<file path="config.mk">
export PLATFORM = sky130hd
export DESIGN_NAME = vic_top
export DESIGN_NICKNAME = d
export VERILOG_FILES = /design/src/logic/vic_top.v
export VERILOG_INCLUDE_DIRS = /design/src /design/src/logic
export SDC_FILE = /design/constraint.sdc
export NUM_CORES = 1
export LEC_CHECK = 0
export ABC_AREA = 1
export BUFFER_PORTS_ARGS = -buffer_cell sky130_fd_sc_hd__buf_2
export CAP_MARGIN = 30
export CORE_MARGIN = 2
export CORE_UTILIZATION = 35
export DETAILED_ROUTE_END_ITERATION = 7
export GPL_TIMING_DRIVEN = 0
export PLACE_DENSITY = 0.61
export SETUP_SLACK_MARGIN = 0.15
export SLEW_MARGIN = 10
export SYNTH_ARGS = -nofsm -noshare
export SYNTH_HDL_FRONTEND = slang
export SYNTH_SLANG_ARGS = --single-unit
</file>
<file path="constraint.sdc">
create_clock -name REF_CLK_IN -period 1.8 [get_ports REF_CLK_IN]
set_clock_uncertainty 0.05 [all_clocks]
set_input_delay 0.36 -clock REF_CLK_IN [delete_from_list [all_inputs] [get_ports REF_CLK_IN]]
set_output_delay 0.36 -clock REF_CLK_IN [all_outputs]
set_load 0.01 [all_outputs]
</file>
<file path="src/logic/vic_map.vh">
// Register map, field positions and vectors of the interrupt controller
`ifndef VIC_MAP_VH
`define VIC_MAP_VH
// ----------------------------------------
// Register byte addresses
// ----------------------------------------
`define VIC_ADR_EDGE 8'h00
`define VIC_ADR_CTRL0 8'h04
`define VIC_ADR_CTRL1 8'h08
`define VIC_ADR_GRP0 8'h0C
`define VIC_ADR_GRP1 8'h10
`define VIC_ADR_STAT 8'h14
`define VIC_ADR_EVT 8'h18
`define VIC_ADR_MASK 8'h1C
// ----------------------------------------
// Reset values
// ----------------------------------------
`define VIC_RST_BYTE 8'h00
`define VIC_RST_EVT 3'h0
// ----------------------------------------
// Field positions, control 0
// ----------------------------------------
`define VIC_C0_GIE 0
`define VIC_C0_EXTE 1
`define VIC_C0_G0E 2
`define VIC_C0_G1E 3
`define VIC_C0_EXTF 4
`define VIC_C0_G0F 5
`define VIC_C0_G1F 6
// ----------------------------------------
// Field positions, control 1
// ----------------------------------------
`define VIC_C1_T0E 0
`define VIC_C1_T1E 1
`define VIC_C1_CVE 3
`define VIC_C1_T0F 4
`define VIC_C1_T1F 5
`define VIC_C1_CVF 7
// ----------------------------------------
// Group registers: enables 1:0, flags 5:4
// ----------------------------------------
`define VIC_GRP_PE 0
`define VIC_GRP_AE 1
`define VIC_GRP_PF 4
`define VIC_GRP_AF 5
// ----------------------------------------
// Vectors, highest priority first
// ----------------------------------------
`define VIC_VEC_EXT 5'h04
`define VIC_VEC_G0 5'h08
`define VIC_VEC_G1 5'h0C
`define VIC_VEC_T0 5'h10
`define VIC_VEC_T1 5'h14
`define VIC_VEC_CV 5'h1C
// ----------------------------------------
// Edge select codes
// ----------------------------------------
`define VIC_EDGE_OFF 2'h0
`define VIC_EDGE_RISE 2'h1
`define VIC_EDGE_FALL 2'h2
`define VIC_EDGE_BOTH 2'h3
`endif

</file>
<file path="src/logic/vic_top.v">
// Vectored interrupt controller with Wishbone register access
//
// Implementation choices: the register addresses and the Wishbone register port.
`timescale 1ns/100ps
// Notes on behaviour
// - Source event sets its request flag
// - Jump only when own enable is set
// - Global enable low blocks every source
// - Taking interrupt pushes next program counter
// - Then vector address loads program counter
// - Return instruction pops saved program counter
// - Service clears global enable, no nesting
// - Flags keep latching while globally disabled
// - Full stack holds off every request
// - Fixed priority: pin, groups, ticks, converter
// - Timer matches share group vectors
// - Group members not auto-cleared; direct are
// - Any flag becoming set wakes device
// - Periodic register: flags 5:4, enables 1:0
// - Bits 7:6 and 3:2 read zero
// - Edge select: off, rise, fall, both
// - Group flag set when member flag sets
//
// Interfaces in brief
// Register bus: classic single cycle, ack one cycle after request
// Only byte lane 0 carries write data; status reads also use lane 1
// Unmapped addresses read zero and swallow writes
// Core link: a boundary pulse asks for a decision
// Call strobe comes one cycle after a taken boundary
// Pushed address and vector hold until the next call
// Return strobe is echoed one cycle later as pop
// Stack lives in the core; only its full level comes here
//
// Hazards and limits
// Pin edges arrive about three cycles late through the synchroniser
// Hardware set beats every clear, so no event is lost
// Group members ignore their enables when raising the group flag
// Last vector in status is a debug aid only
`include "vic_map.vh"
module vic_top #(
  parameter PC_W = 13 // Program counter width
) (
  input wire REF_CLK_IN,
  input wire RST_N_IN,
  input wire WB_CYC_IN,
  input wire WB_STB_IN,
  input wire WB_WE_IN,
  input wire [7:0] WB_ADR_IN,
  input wire [3:0] WB_SEL_IN,
  input wire [31:0] WB_DAT_IN,
  output wire [31:0] WB_DAT_OUT,
  output wire WB_ACK_OUT,
  input wire EXT_PIN_IN,
  input wire STD_MATCH_P_IN,
  input wire STD_MATCH_A_IN,
  input wire PER_MATCH_P_IN,
  input wire PER_MATCH_A_IN,
  input wire TICK0_IN,
  input wire TICK1_IN,
  input wire CONV_DONE_IN,
  input wire CORE_BOUNDARY_IN,
  input wire [PC_W-1:0] CORE_NEXT_PC_IN,
  input wire CORE_RETURN_IN,
  input wire STACK_FULL_IN,
  output wire CALL_OUT,
  output wire [PC_W-1:0] PUSH_PC_OUT,
  output wire [PC_W-1:0] VECTOR_OUT,
  output wire POP_OUT,
  output wire WAKE_OUT,
  output wire IRQ_OUT
);

  // ----------------------------------------
  // Helper functions
  // ----------------------------------------
  // Flag update: hardware set beats both clear and write
  function upd;
    input q;
    input wr;
    input wd;
    input set;
    input clr;
    begin
      upd = set | (~clr & (wr ? wd : q));
    end
  endfunction

  // Fixed priority, bit 0 highest; one-hot grant
  function [5:0] prio;
    input [5:0] req;
    begin
      prio = req & ~(req - 6'h01) ;
    end
  endfunction

  // Vector of a one-hot grant
  function [4:0] vec_of;
    input [5:0] g;
    begin
      if (g[0]) begin
        vec_of = `VIC_VEC_EXT;
      end else if (g[1]) begin
        vec_of = `VIC_VEC_G0;
      end else if (g[2]) begin
        vec_of = `VIC_VEC_G1;
      end else if (g[3]) begin
        vec_of = `VIC_VEC_T0;
      end else if (g[4]) begin
        vec_of = `VIC_VEC_T1;
      end else begin
        vec_of = `VIC_VEC_CV;
      end
    end
  endfunction

  // ----------------------------------------
  // State
  // ----------------------------------------
  reg ack_q; // Bus acknowledge
  reg [31:0] rdat_q; // Read data
  reg [1:0] edge_q; // Pin edge select
  reg [1:0] edge_rsv_q; // Reserved, stored
  reg gie_q; // Global enable
  reg [2:0] c0_en_q; // Pin, group0, group1 enables
  reg [5:0] dflag_q; // Direct flags, priority order
  reg [2:0] c1_en_q; // Tick0, tick1, converter enables
  reg [1:0] c1_rsv_q; // Reserved, stored
  reg [3:0] mflag_q; // Members: std P,A, per P,A
  reg [3:0] men_q; // Member enables, same order
  reg [2:0] evt_q; // Event status
  reg [2:0] mask_q; // Event mask
  reg call_q; // Call strobe
  reg pop_q; // Pop strobe
  reg wake_q; // Wake strobe
  reg [PC_W-1:0] push_q; // Pushed program counter
  reg [PC_W-1:0] vec_q; // Vector address
  reg [4:0] last_vec_q; // Last serviced vector
  reg pin_s1_q; // Synchroniser stage 1
  reg pin_s2_q; // Synchroniser stage 2
  reg pin_old_q; // Previous synced level

  // ----------------------------------------
  // Bus decode
  // ----------------------------------------
  // Request seen while cyc and stb are both high
  wire req = WB_CYC_IN & WB_STB_IN;
  // Write lands on the edge the master sees ack
  wire wr = req & WB_WE_IN & ack_q & WB_SEL_IN[0];
  // All writable registers sit in the low byte lane
  wire [7:0] wd = WB_DAT_IN[7:0];
  wire wr_edge = wr & (WB_ADR_IN == `VIC_ADR_EDGE);
  wire wr_c0 = wr & (WB_ADR_IN == `VIC_ADR_CTRL0);
  wire wr_c1 = wr & (WB_ADR_IN == `VIC_ADR_CTRL1);
  wire wr_g0 = wr & (WB_ADR_IN == `VIC_ADR_GRP0);
  wire wr_g1 = wr & (WB_ADR_IN == `VIC_ADR_GRP1);
  wire wr_evt = wr & (WB_ADR_IN == `VIC_ADR_EVT);
  wire wr_mask = wr & (WB_ADR_IN == `VIC_ADR_MASK);

  // ----------------------------------------
  // Source events
  // ----------------------------------------
  // Pin edges from the synchronised level only
  // Old level resets low, matching an idle low pin
  wire pin_rise = pin_s2_q & ~pin_old_q;
  wire pin_fall = ~pin_s2_q & pin_old_q;
  reg ext_set; // Selected pin edge seen
  always @* begin
    case (edge_q)
      `VIC_EDGE_RISE: ext_set = pin_rise;
      `VIC_EDGE_FALL: ext_set = pin_fall;
      `VIC_EDGE_BOTH: ext_set = pin_rise | pin_fall;
      default: ext_set = 1'b0;
    endcase
  end

  // Member flag next values; never cleared by service
  wire [3:0] mset = {PER_MATCH_A_IN, PER_MATCH_P_IN, STD_MATCH_A_IN, STD_MATCH_P_IN};
  wire [3:0] mwr = {wr_g1, wr_g1, wr_g0, wr_g0};
  wire [3:0] mwd = {wd[`VIC_GRP_AF], wd[`VIC_GRP_PF], wd[`VIC_GRP_AF], wd[`VIC_GRP_PF]};
  wire [3:0] mflag_d;
  genvar gi;
  generate
    for (gi = 0; gi < 4; gi = gi + 1) begin : g_mem
      assign mflag_d[gi] = upd(mflag_q[gi], mwr[gi], mwd[gi], mset[gi], 1'b0);
    end
  endgenerate
  // Rising member flags feed the group flags
  wire [3:0] mrise = mflag_d & ~mflag_q;

  // ----------------------------------------
  // Arbitration and service
  // ----------------------------------------
  // Enables in direct-flag order: pin, g0, g1, t0, t1, conv
  wire [5:0] den = {c1_en_q, c0_en_q};
  wire [5:0] pend = dflag_q & den;
  // Decide only at an instruction boundary
  wire want = CORE_BOUNDARY_IN & gie_q & (|pend);
  wire take = want & ~STACK_FULL_IN;
  // Lowest bit wins, so bit order is priority order
  wire [5:0] grant = take ? prio(pend) : 6'h00;
  // Group flags share the auto clear of direct ones
  wire [5:0] dset = {CONV_DONE_IN, TICK1_IN, TICK0_IN,
                     |mrise[3:2], |mrise[1:0], ext_set};
  wire [5:0] dwr = {wr_c1, wr_c1, wr_c1, wr_c0, wr_c0, wr_c0};
  wire [5:0] dwd = {wd[`VIC_C1_CVF], wd[`VIC_C1_T1F], wd[`VIC_C1_T0F],
                    wd[`VIC_C0_G1F], wd[`VIC_C0_G0F], wd[`VIC_C0_EXTF]};
  wire [5:0] dflag_d;
  generate
    for (gi = 0; gi < 6; gi = gi + 1) begin : g_dir
      // Latches even while globally disabled
      assign dflag_d[gi] = upd(dflag_q[gi], dwr[gi], dwd[gi], dset[gi], grant[gi]);
    end
  endgenerate
  // Any flag turning on wakes the core
  wire any_rise = (|(dflag_d & ~dflag_q)) | (|mrise);
  // Events: taken, held off by stack, wake
  wire [2:0] evt_set = {any_rise, want & STACK_FULL_IN, take};

  // ----------------------------------------
  // Pin synchroniser
  // ----------------------------------------
  // Two stages before any logic reads the pin
  always @(posedge REF_CLK_IN or negedge RST_N_IN) begin
    if (!RST_N_IN) begin
      pin_s1_q <= 1'b0;
      pin_s2_q <= 1'b0;
      pin_old_q <= 1'b0;
    end else begin
      pin_s1_q <= EXT_PIN_IN;
      pin_s2_q <= pin_s1_q;
      pin_old_q <= pin_s2_q;
    end
  end

  // ----------------------------------------
  // Bus slave: ack one cycle after request
  // ----------------------------------------
  // Read data is captured on the request edge
  // Trade-off: one wait state keeps read data registered
  reg [31:0] rmux; // Read multiplexer
  always @* begin
    rmux = 32'h00000000;
    if (WB_ADR_IN == `VIC_ADR_EDGE) begin
      rmux[3:0] = {edge_rsv_q, edge_q};
    end else if (WB_ADR_IN == `VIC_ADR_CTRL0) begin
      rmux[6:0] = {dflag_q[2:0], c0_en_q, gie_q};
    end else if (WB_ADR_IN == `VIC_ADR_CTRL1) begin
      rmux[7:0] = {dflag_q[5], c1_rsv_q[1], dflag_q[4:3], c1_en_q[2], c1_rsv_q[0], c1_en_q[1:0]};
    end else if (WB_ADR_IN == `VIC_ADR_GRP0) begin
      rmux[5:0] = {mflag_q[1:0], 2'h0, men_q[1:0]};
    end else if (WB_ADR_IN == `VIC_ADR_GRP1) begin
      rmux[5:0] = {mflag_q[3:2], 2'h0, men_q[3:2]};
    end else if (WB_ADR_IN == `VIC_ADR_STAT) begin
      rmux[12:0] = {last_vec_q, 6'h00, |pend, STACK_FULL_IN};
    end else if (WB_ADR_IN == `VIC_ADR_EVT) begin
      rmux[2:0] = evt_q;
    end else if (WB_ADR_IN == `VIC_ADR_MASK) begin
      rmux[2:0] = mask_q;
    end else begin
      rmux = 32'h00000000; // Unmapped reads zero
    end
  end

  always @(posedge REF_CLK_IN or negedge RST_N_IN) begin
    if (!RST_N_IN) begin
      ack_q <= 1'b0;
      rdat_q <= 32'h00000000;
    end else begin
      ack_q <= req & ~ack_q;
      if (req & ~ack_q) begin
        rdat_q <= rmux;
      end
    end
  end

  // ----------------------------------------
  // Control and enable registers
  // ----------------------------------------
  // Service clear of global enable wins over a write
  always @(posedge REF_CLK_IN or negedge RST_N_IN) begin
    if (!RST_N_IN) begin
      edge_q <= 2'h0;
      edge_rsv_q <= 2'h0;
      gie_q <= 1'b0;
      c0_en_q <= 3'h0;
      c1_en_q <= 3'h0;
      c1_rsv_q <= 2'h0;
      men_q <= 4'h0;
      mask_q <= 3'h0;
    end else begin
      // Reserved edge bits are kept for read back
      if (wr_edge) begin
        edge_q <= wd[1:0];
        edge_rsv_q <= wd[3:2];
      end
      if (take) begin
        gie_q <= 1'b0;
      end else if (wr_c0) begin
        gie_q <= wd[`VIC_C0_GIE];
      end
      if (wr_c0) begin
        c0_en_q <= {wd[`VIC_C0_G1E], wd[`VIC_C0_G0E], wd[`VIC_C0_EXTE]};
      end
      if (wr_c1) begin
        c1_en_q <= {wd[`VIC_C1_CVE], wd[`VIC_C1_T1E], wd[`VIC_C1_T0E]};
        c1_rsv_q <= {wd[6], wd[2]};
      end
      if (wr_g0) begin
        men_q[1:0] <= {wd[`VIC_GRP_AE], wd[`VIC_GRP_PE]};
      end
      if (wr_g1) begin
        men_q[3:2] <= {wd[`VIC_GRP_AE], wd[`VIC_GRP_PE]};
      end
      if (wr_mask) begin
        mask_q <= wd[2:0];
      end
    end
  end

  // ----------------------------------------
  // Flags and event status
  // ----------------------------------------
  always @(posedge REF_CLK_IN or negedge RST_N_IN) begin
    if (!RST_N_IN) begin
      dflag_q <= 6'h00;
      mflag_q <= 4'h0;
      evt_q <= `VIC_RST_EVT;
    end else begin
      // Flags take their next values from the update function
      dflag_q <= dflag_d;
      mflag_q <= mflag_d;
      // Write one clears; a new event in the same cycle stays
      evt_q <= evt_set | (evt_q & ~(wr_evt ? wd[2:0] : 3'h0));
    end
  end

  // ----------------------------------------
  // Core side strobes
  // ----------------------------------------
  // Strobes are one cycle; the core does push then jump
  always @(posedge REF_CLK_IN or negedge RST_N_IN) begin
    if (!RST_N_IN) begin
      call_q <= 1'b0;
      pop_q <= 1'b0;
      wake_q <= 1'b0;
      push_q <= {PC_W{1'b0}};
      vec_q <= {PC_W{1'b0}};
      last_vec_q <= 5'h00;
    end else begin
      call_q <= take;
      pop_q <= CORE_RETURN_IN;
      wake_q <= any_rise;
      if (take) begin
        push_q <= CORE_NEXT_PC_IN;
        // Vector is zero extended to the program counter width
        vec_q <= {{(PC_W-5){1'b0}}, vec_of(grant)};
        last_vec_q <= vec_of(grant);
      end
    end
  end

  // ----------------------------------------
  // Outputs
  // ----------------------------------------
  assign WB_ACK_OUT = ack_q;
  assign WB_DAT_OUT = rdat_q;
  assign CALL_OUT = call_q;
  assign PUSH_PC_OUT = push_q;
  assign VECTOR_OUT = vec_q;
  assign POP_OUT = pop_q;
  assign WAKE_OUT = wake_q;
  // Level interrupt: any unmasked event bit
  assign IRQ_OUT = |(evt_q & mask_q);

endmodule // vic_top

</file>
=== Yosys cells after proc, flatten, opt, wreduce, memory -nomap -nowiden ===
Index checks and enable logic that the tools add are counted.
Widths: inputs -> output; s select.

* Register bits after elaboration: 90
* Latch bits: 0
* RAM bits: 0
* Bits in read-only memories: 0
* Input port bits: 73
* Output and inout port bits: 63
* Word-level logic and storage cells: 143
* Memories kept: 0

* Add/sub/neg operators: 1
* $mul: 0
* Div/mod/pow operators: 0
* Magnitude comparators: 0
* Equality and inequality tests: 10
* Shift operators: 0
* Mux-type cells: 45
* Bitwise logic cells: 57
* Reduce and logical (&&, ||, !) cells: 8

{| class="wikitable"
|+ Operators with widths
! kind !! count
|-
| $mux 29 || 6
|-
| $mux 13 || 6
|-
| $mux 26 || 2
|-
| $eq 8x5->1 const B || 4
|-
| $mux 28 || 1
|-
| $mux 25 || 1
|-
| $and 1x1->1 || 24
|-
| $mux 24 || 1
|-
| $mux 19 || 1
|-
| $and 6x6->6 || 3
|-
| $mux 6 || 3
|-
| $eq 8x4->1 const B || 2
|-
| $mux 5 || 3
|-
| $mux 1 || 12
|-
| $mux 4 || 3
|-
| $not 6->6 || 2
|-
| $or 1x1->1 || 12
|-
| $reduce_or 6->1 || 2
|-
| $not 1->1 || 10
|-
| $mux 3 || 3
|-
| $eq 8x3->1 const B || 1
|-
| $logic_not 8->1 || 1
|-
| $mux 8 || 1
|-
| $mux 7 || 1
|-
| other kinds (13) || 16
|}

=== Logic depth before layout (Yosys ltp) ===
Gate-level depths: netlist of run 1.

* Depth in word-level cells: 18
* Depth in mapped cells: 13
* Depth with buffers taken out: 13

=== Worst setup path before layout of run 1 ===
No wires, ideal clock.

* Kind: reg2reg
* Start: register ack_q, in the netlist WB_ACK_OUT
* End: register evt_q[2]
* Library setup time: 0.126 ns
* Arrival time: 1.356 ns
* Required time: 1.624 ns
* Setup slack: 0.268 ns
* Cell stages (with the launch flop): 12
* Buffers on the path: 1
* Period minus slack after synthesis: 1.532 ns
* Path through: dfrtp_1 nand3_1 nor2_4 buf_4 nand3_1 nand2_1 nand2_1 nand2_1 nor2_1 nand3_2 nor2_2 nand3_2

* Cells in the longest elaborated chain, start to end: 12
* Elaborated cells between the ends (all ways): 44
* Those cells by class: mux (11); bitwise (29); reduce/logical (4)

{| class="wikitable"
|+ RTL lines
! what !! line !! RTL
|-
| from (decl) || vic_top.v:119 || <nowiki>reg ack_q;</nowiki>
|-
| from (signal assigned) || vic_top.v:269 || <nowiki>ack_q <= req & ~ack_q;</nowiki>
|-
| $and 1x1->1 * (2 in a row) || vic_top.v:148 || <nowiki>wire wr = req & WB_WE_IN & ack_q & WB_SEL_IN[0];</nowiki>
|-
| $and 1x1->1 (on tied branches) || vic_top.v:154, vic_top.v:155 ||
|-
| $mux 1 || vic_top.v:84 || <nowiki>upd = set | (~clr & (wr ? wd : q));</nowiki>
|-
| $or 1x1->1 || vic_top.v:84 ||
|-
| $and 4x4->4 || vic_top.v:188 || <nowiki>wire [3:0] mrise = mflag_d & ~mflag_q;</nowiki>
|-
| $reduce_or 2->1 || vic_top.v:203 || <nowiki>|mrise[3:2], |mrise[1:0], ext_set};</nowiki>
|-
| $or 1x1->1 || vic_top.v:84 ||
|-
| $and 6x6->6 || vic_top.v:215 || <nowiki>wire any_rise = (|(dflag_d & ~dflag_q)) | (|mrise);</nowiki>
|-
| $reduce_or 6->1 || vic_top.v:215 ||
|-
| $or 1x1->1 || vic_top.v:215 ||
|-
| $or 3x3->3 * || vic_top.v:333 || <nowiki>evt_q <= evt_set | (evt_q & ~(wr_evt ? wd[2:0] : 3'h0));</nowiki>
|-
| to (signal assigned) || vic_top.v:327 || <nowiki>evt_q <= `VIC_RST_EVT;</nowiki>
|-
| to (signal assigned) || vic_top.v:333 ||
|-
| to (decl) || vic_top.v:130 || <nowiki>reg [2:0] evt_q;</nowiki>
|}

Every way passes the cells marked *; elsewhere a longest branch is shown, timed or not.
A chain may end at the register's enable or synchronous reset.

=== Final worst setup path of run 1 ===
* Start: register dflag_q[1]
* End: register wake_q, in the netlist WAKE_OUT

* Cells in the longest elaborated chain, start to end: 11
* Elaborated cells between the ends (all ways): 31
* Those cells by class: add/sub (1); mux (2); bitwise (26); reduce/logical (2)

{| class="wikitable"
|+ RTL lines
! what !! line !! RTL
|-
| from (decl) || vic_top.v:125 || <nowiki>reg [5:0] dflag_q;</nowiki>
|-
| from (signal assigned) || vic_top.v:330 || <nowiki>dflag_q <= dflag_d;</nowiki>
|-
| $and 6x6->6 * || vic_top.v:195 || <nowiki>wire [5:0] pend = dflag_q & den;</nowiki>
|-
| $sub 6x1->6 / $reduce_or 6->1 (equally long branches) || vic_top.v:92, vic_top.v:197 ||
|-
| $not 6->6 / $and 1x1->1 (equally long branches) || vic_top.v:92, vic_top.v:197 ||
|-
| $and 6x6->6 / $and 1x1->1 (equally long branches) || vic_top.v:92, vic_top.v:198 ||
|-
| $mux 6 * || vic_top.v:200 || <nowiki>wire [5:0] grant = take ? prio(pend) : 6'h00;</nowiki>
|-
| $not 1->1 * || vic_top.v:84 ||
|-
| $and 1x1->1 * || vic_top.v:84 ||
|-
| $or 1x1->1 * || vic_top.v:84 ||
|-
| via dflag_d[4] || vic_top.v:207 || <nowiki>wire [5:0] dflag_d;</nowiki>
|-
| $and 6x6->6 * || vic_top.v:215 ||
|-
| $reduce_or 6->1 * || vic_top.v:215 ||
|-
| $or 1x1->1 * || vic_top.v:215 ||
|-
| via any_rise || vic_top.v:215 ||
|-
| to (signal assigned) || vic_top.v:352 || <nowiki>wake_q <= any_rise;</nowiki>
|-
| to (decl) || vic_top.v:134 || <nowiki>reg wake_q;</nowiki>
|}

Mark *: on every way through the listed nets, which the timed path passes. The rest lies on a longest branch.

==> flow_summary.json, run 1 <==
{
  "yosysWarnings": 0,
  "end_kind": "register",
  "detail_route.iter0.violations": 144,
  "grtUsageTotal": 0.1706,
  "final_common_cell": "nand2_1",
  "ys_ff_latch": 67,
  "status": "completed",
  "core_area_um2": 9729,
  "via_count": 3139,
  "post-route-period-util": 0.9205,
  "ir_worst_vdd_mv": 0.3527,
  "cts-root-buf": "clkbuf_8",
  "power_uw": 2914,
  "dp_hpwl_um": 6608,
  "final_util": 0.4734,
  "drv_slew": 0,
  "ant_nets": 0,
  "syn_area_um2": 3497,
  "setup_violations": 0,
  "drc": 0,
  "worst_path_max_delay_cell": "dfrtp_1",
  "drt_first_pass_iters": 4,
  "clk_pin_slew_ns": 0.08,
  "routabilityCongestion": 0.9272,
  "dp.cells": 675,
  "rsz0062_at_grt": "true",
  "wl_per_cell_um": 12.85,
  "critPathMaxFanout": 3,
  "cp.arrival_ns": 1.84,
  "p_leak_uw": 0.002677,
  "cts_tree": "built",
  "antenna_cells": 0,
  "num_io_pins": 136,
  "num-fill-cells": 1008,
  "grt_pass1_vias": 2892,
  "min_period_ns": 1.657,
  "clk_latency_ns": 0.35,
  "max_freq_mhz": 603.5,
  "worstSetupPathType": "reg -> reg",
  "grt_start_max_net_pins": 35,
  "rows": 36,
  "syn-instance-count": 434,
  "stdcell_count": 712,
  "die_w_um": 104.0,
  "avgSynthCellArea_um2": 8.058,
  "cpMostUsedCell": "nand2_2",
  "antenna_found_initial": 0,
  "p_per_area_nw_per_um2": 632.7,
  "ys_types": 31,
  "final_cell_area_um2": 4606,
  "place_area_um2": 4184,
  "clock-sinks": 67,
  "die_area_um2": 10810,
  "grt_pass1_wl_um": 14510,
  "critPathLaunchType": "register",
  "final_cell_mix": "nand2_1, buf_2, dfrtp_1",
  "path_cells": "nand2_2 -> nand2_2 -> nor2_4 -> nand4_1 -> inv_1 -> nand2_2 -> nand2_2 -> nand2_2 -> nand2_2 -> nand2_2 -> nor2_4 -> nand2_1",
  "cp.required_ns": 1.99,
  "maxCapViolCount": 0,
  "fp.dieH_um": 104.0,
  "hold_viol": 0,
  "start_util": 0.3594,
  "hp-class": "in -> reg",
  "ys_seq_area_frac": 0.4794,
  "wl_um": 9147,
  "cts_buffer_depth": 2,
  "drive_gt1_frac": 0.3420,
  "nets": 649,
  "area_growth_pct": 31.70,
  "viasPerCell": 4.409,
  "h-tree-depth": 3,
  "cts_inserted_buffers": 9,
  "final.setup.tns_ns": 0,
  "grt-ovfl-total": 0,
  "cpPeakStageDelay_ns": 0.41,
  "io_buffers": 77
}
-- synthesized netlist by cell type, drive strengths merged --
| cell | instances | area share |
|---|---|---|
| a211oi | 1 | 0.0021 |
| a21oi | 8 | 0.011 |
| a22o | 2 | 0.0050 |
| a31oi | 1 | 0.0018 |
| buf | 36 | 0.075 |
| clkbuf | 2 | 0.0021 |
| clkinv | 2 | 0.0021 |
| conb | 1 | 0.0011 |
| dfrtp | 67 | 0.48 |
| ha | 2 | 0.0072 |
| inv | 45 | 0.048 |
| mux2i | 1 | 0.0029 |
| nand2 | 158 | 0.18 |
| nand3 | 27 | 0.044 |
| nand3b | 1 | 0.0021 |
| nand4 | 4 | 0.0072 |
| nor2 | 29 | 0.055 |
| o211ai | 1 | 0.0021 |
| o21ai | 39 | 0.056 |
| o21bai | 2 | 0.0043 |
| o22ai | 3 | 0.0054 |
| o31ai | 2 | 0.0043 |
-- through the flow --
stage | hold slack, ns | setup slack (ns)
floorplan | 0.01441 | 0.2684
global placement | 0.2830 | -0.07294
detailed placement | 0.2856 | -0.06624
CTS | 0.04859 | 0.1350
global route | 0.05568 | 0.01029
finish | 0.06110 | 0.1431
-- worst paths after layout --
check	startpoint	endpoint	slack (ns)	cells after the start
hold / removal	CORE_RETURN_IN	POP_OUT$_DFF_PN0_	0.06	1
hold reg to reg	pin_s1_q$_DFF_PN0_	pin_s2_q$_DFF_PN0_	0.30	0
setup reg to reg	dflag_q[1]$_DFF_PN0_	WAKE_OUT$_DFF_PN0_	0.14	12
max in group asynchronous	RST_N_IN	dflag_q[0]$_DFF_PN0_	0.71	3
min in group asynchronous	RST_N_IN	PUSH_PC_OUT[2]$_DFFE_PN0P_	0.45	2
setup / recovery	dflag_q[1]$_DFF_PN0_	WAKE_OUT$_DFF_PN0_	0.14	12
-- registers in the layout, indices dropped and copies added, names as in the netlist --
signal       cells
evt_q            3
POP_OUT          1
last_vec_q       3
dflag_q          6
mflag_q          4
PUSH_PC_OUT     13
gie_q            1
mask_q           3
CALL_OUT         1
pin_s1_q         1
edge_q           2
WB_DAT_OUT      11
pin_old_q        1
c0_en_q          3
c1_en_q          3
men_q            4
edge_rsv_q       2
WAKE_OUT         1
WB_ACK_OUT       1
c1_rsv_q         2
pin_s2_q         1
-- cells by family after synthesis --
group	count (synthesis)	synth area share
other	1	0.001072
and+or+nand+nor	219	0.2894
DFF	67	0.4794
AOI/OAI and AO/OA	59	0.09231
adders and majority gates	2	0.007154
buffers and inverters	85	0.1277
muxes	1	0.002862
-- cell type report --
type	count	area, um2	share of cell area
Multi-Input combinational cell	312	1562	0.3390
Clock inverter	5	28.78	0.006248
Sequential cell	67	1678	0.3643
Inverter	47	181.4	0.03939
Buffer	38	280.3	0.06085
Timing Repair Buffer	99	568.0	0.1233
Clock buffer	11	141.4	0.03070
Tap cell	133	166.4	0.03613
-- critical path, delay by kind of cell (launching register included) --
| kind | cells | cell delay [ns] |
|---|---|---|
| and+or+nand+nor | 11 | 1.00 |
| DFF | 1 | 0.41 |
| buffers and inverters | 1 | 0.11 |
-- power breakdown --
part	internal, uW	leakage, uW	switching (uW)
Sequential	1520	0.000866	6.10
Clock	531	0.0000928	596
Combinational	112	0.00172	152
-- metal layers --
layer | global-route usage | routed length (um) | vias to the layer above
met4 | 0.07915 | 223 | 0
met1 | 0.2298 | 4146 | 1393
met2 | 0.2603 | 3981 | 136
met3 | 0.03947 | 795 | 14
met5 | 0 | 0 | -
li1 | - | - | 1596
-- repair_timing --
action                     CTS  global route
hold endpoints to repair    33             0
setup buffers               10            10
pin swaps                    9            14
gates cloned                 0             0
setup endpoints to repair   21            24
hold buffers                 1             0
gates resized for setup     14            19
No activity file was read; power rests on OpenSTA's default activity.
==> inputs of run 2 (changes only) <==
--- a/config.mk
+++ b/config.mk
@@ -12,6 +12,7 @@
 export CORE_MARGIN = 2
-export CORE_UTILIZATION = 35
+export CORE_UTILIZATION = 49
+export CTS_CLUSTER_DIAMETER = 200
 export DETAILED_ROUTE_END_ITERATION = 7
 export GPL_TIMING_DRIVEN = 0
-export PLACE_DENSITY = 0.61
+export PLACE_DENSITY = 0.8
 export SETUP_SLACK_MARGIN = 0.15
--- a/constraint.sdc
+++ b/constraint.sdc
@@ -4,2 +4,2 @@
 set_output_delay 0.36 -clock REF_CLK_IN [all_outputs]
-set_load 0.01 [all_outputs]
+set_load 0.05 [all_outputs]
==> flow_summary.json, run 2 (synthesis results as in run 1) <==
{
  "routabilityCongestion": 0.9720,
  "ir_worst_vdd_mv": 0.4775,
  "grt_start_max_net_pins": 52,
  "clock-sinks": 67,
  "hp-class": "in -> reg",
  "h-tree-depth": 3,
  "grtUsageTotal": 0.2327,
  "area_growth_pct": 29.30,
  "place_area_um2": 4151,
  "cpPeakStageDelay_ns": 0.43,
  "min_to": "POP_OUT$_DFF_PN0_",
  "cts-root-buf": "clkbuf_8",
  "io_buffers": 77,
  "grt_pass1_wl_um": 13820,
  "worst_path_max_delay_cell": "dfrtp_1",
  "end_kind": "register",
  "regToRegEndpoint": "evt_q[2]$_DFF_PN0_",
  "status": "completed",
  "cts_buffer_depth": 2,
  "worstSetupPathType": "reg -> reg",
  "path_cells": "nand2_2 -> nand2_2 -> nor2_4 -> nand4_1 -> inv_1 -> nand2_1 -> nand2_1 -> nand2_2 -> nand2_2 -> nand2_2 -> nor2_4 -> nand3_2",
  "critPathMaxFanout": 3,
  "reg2reg_from": "dflag_q[2]$_DFF_PN0_",
  "reg2reg_depth": 12,
  "largest_register_ff_count": 13,
  "min_period_ns": 1.703,
  "core_area_um2": 6869,
  "cts_inserted_buffers": 9,
  "wl_um": 8662,
  "num-fill-cells": 626,
  "final_cell_area_um2": 4522,
  "p_per_area_nw_per_um2": 730.6,
  "critPathLaunchType": "register",
  "post-route-period-util": 0.9462,
  "rows": 30,
  "final_common_cell": "nand2_1",
  "nets": 639,
  "start_util": 0.5091,
  "die_w_um": 88.48,
  "detail_route.iter0.violations": 246,
  "path_buf_inv": 1,
  "p_leak_uw": 0.002633,
  "setup_violations": 0,
  "hold_viol": 0,
  "grt_pass1_vias": 2904,
  "cp.arrival_ns": 1.88,
  "maxCapViolCount": 0,
  "ff2ff_setup_slack_ns": 0.1,
  "worst-path-stages": 12,
  "path_delay_family": "simple AND/OR/NAND/NOR gates",
  "max_freq_mhz": 587.1,
  "wl_per_cell_um": 13.03,
  "drc": 0,
  "cts_tree": "built",
  "via_count": 3175,
  "hp-start": "CORE_RETURN_IN",
  "final_cell_mix": "nand2_1, buf_2, dfrtp_1",
  "clk_latency_ns": 0.34,
  "drt_first_pass_iters": 5,
  "cpMostUsedCell": "nand2_2",
  "grt-ovfl-total": 0,
  "hold_depth": 1,
  "cp.required_ns": 1.97,
  "viasPerCell": 4.774,
  "die_area_um2": 7829,
  "fp.dieH_um": 88.48,
  "antenna_cells": 0,
  "drive_gt1_frac": 0.3234,
  "drv_slew": 0,
  "dp_hpwl_um": 6495,
  "ant_nets": 0,
  "clk_pin_slew_ns": 0.08,
  "antenna_found_initial": 0,
  "num_io_pins": 136,
  "power_uw": 3303,
  "rsz0062_at_grt": "true"
}
-- run 2: cell types whose count changed in the layout (fill, tap and decap cells not counted), sizes merged --
cell	change
buf	-10
bufinv	+2
clkbuf	-1
clkinv	-1
clkinvlp	+1
inv	-1
-- run 2: worst max path at each step --
| stage | startpoint | slack, ns | to |
|---|---|---|---|
| finish | dflag_q[2]$_DFF_PN0_ | 0.1 | evt_q[2]$_DFF_PN0_ |
| global route | dflag_q[3]$_DFF_PN0_ | 0.01 | evt_q[2]$_DFF_PN0_ |
| CTS | WB_ACK_OUT$_DFF_PN0_ | 0.15 | WAKE_OUT$_DFF_PN0_ |
| detailed placement | WB_ADR_IN[1] | -0.1 | WAKE_OUT$_DFF_PN0_ |
| global placement | RST_N_IN | -0.10 | WB_ACK_OUT$_DFF_PN0_ |
| floorplan | WB_ACK_OUT$_DFF_PN0_ | 0.19 | evt_q[2]$_DFF_PN0_ |
-- run 2: area by class of cell --
class	instances	area [um2]	area share
sequential	67	1678	0.3711
buffer	37	275.3	0.06087
clock inverter	6	90.09	0.01992
inverter	47	177.7	0.03929
multi-input combinational	312	1545	0.3417
timing repair buffer	90	508.0	0.1123
tap	96	120.1	0.02656
clock buffer	10	127.6	0.02822
-- run 2: power breakdown --
group / switching, uW / internal (uW) / total, uW
Clock: 597 / 783 / 1380
Combinational: 285 / 115 / 400
Sequential: 7.39 / 1520 / 1520
Total: 889 / 2410 / 3300
-- run 2: per-stage QoR --
step,hold slack (ns),cells,setup TNS [ns],setup WS (ns),utilization
6_report,0.07829,665,0,0.09682,0.6583
5_1_grt,0.06261,665,0,0.01351,0.6583
4_1_cts,0.06350,658,0,0.1518,0.6446
3_5_place_dp,0.1993,638,-0.2651,-0.09622,0.6044
3_3_place_gp,0.2837,637,-0.2211,-0.1037,0.6000
2_1_floorplan,0.01441,464,0,0.1910,-
-- run 2: what timing repair did --
| action | in CTS | in global routing |
|---|---|---|
| gates resized for setup | 8 | 13 |
| setup buffers | 3 | 8 |
| pin swaps | 1 | 11 |
| hold buffers | 1 | 0 |
| endpoints found under the hold margin | 16 | 0 |
| setup endpoints to repair | 21 | 24 |
| cloned | 0 | 0 |
-- run 2: metal layers --
metal	vias up	wire [um]	track usage
li1	1568	-	-
met1	1452	3826	0.3120
met2	151	4146	0.3951
met3	4	659	0.04944
met4	0	29	0.04408
met5	-	0	0
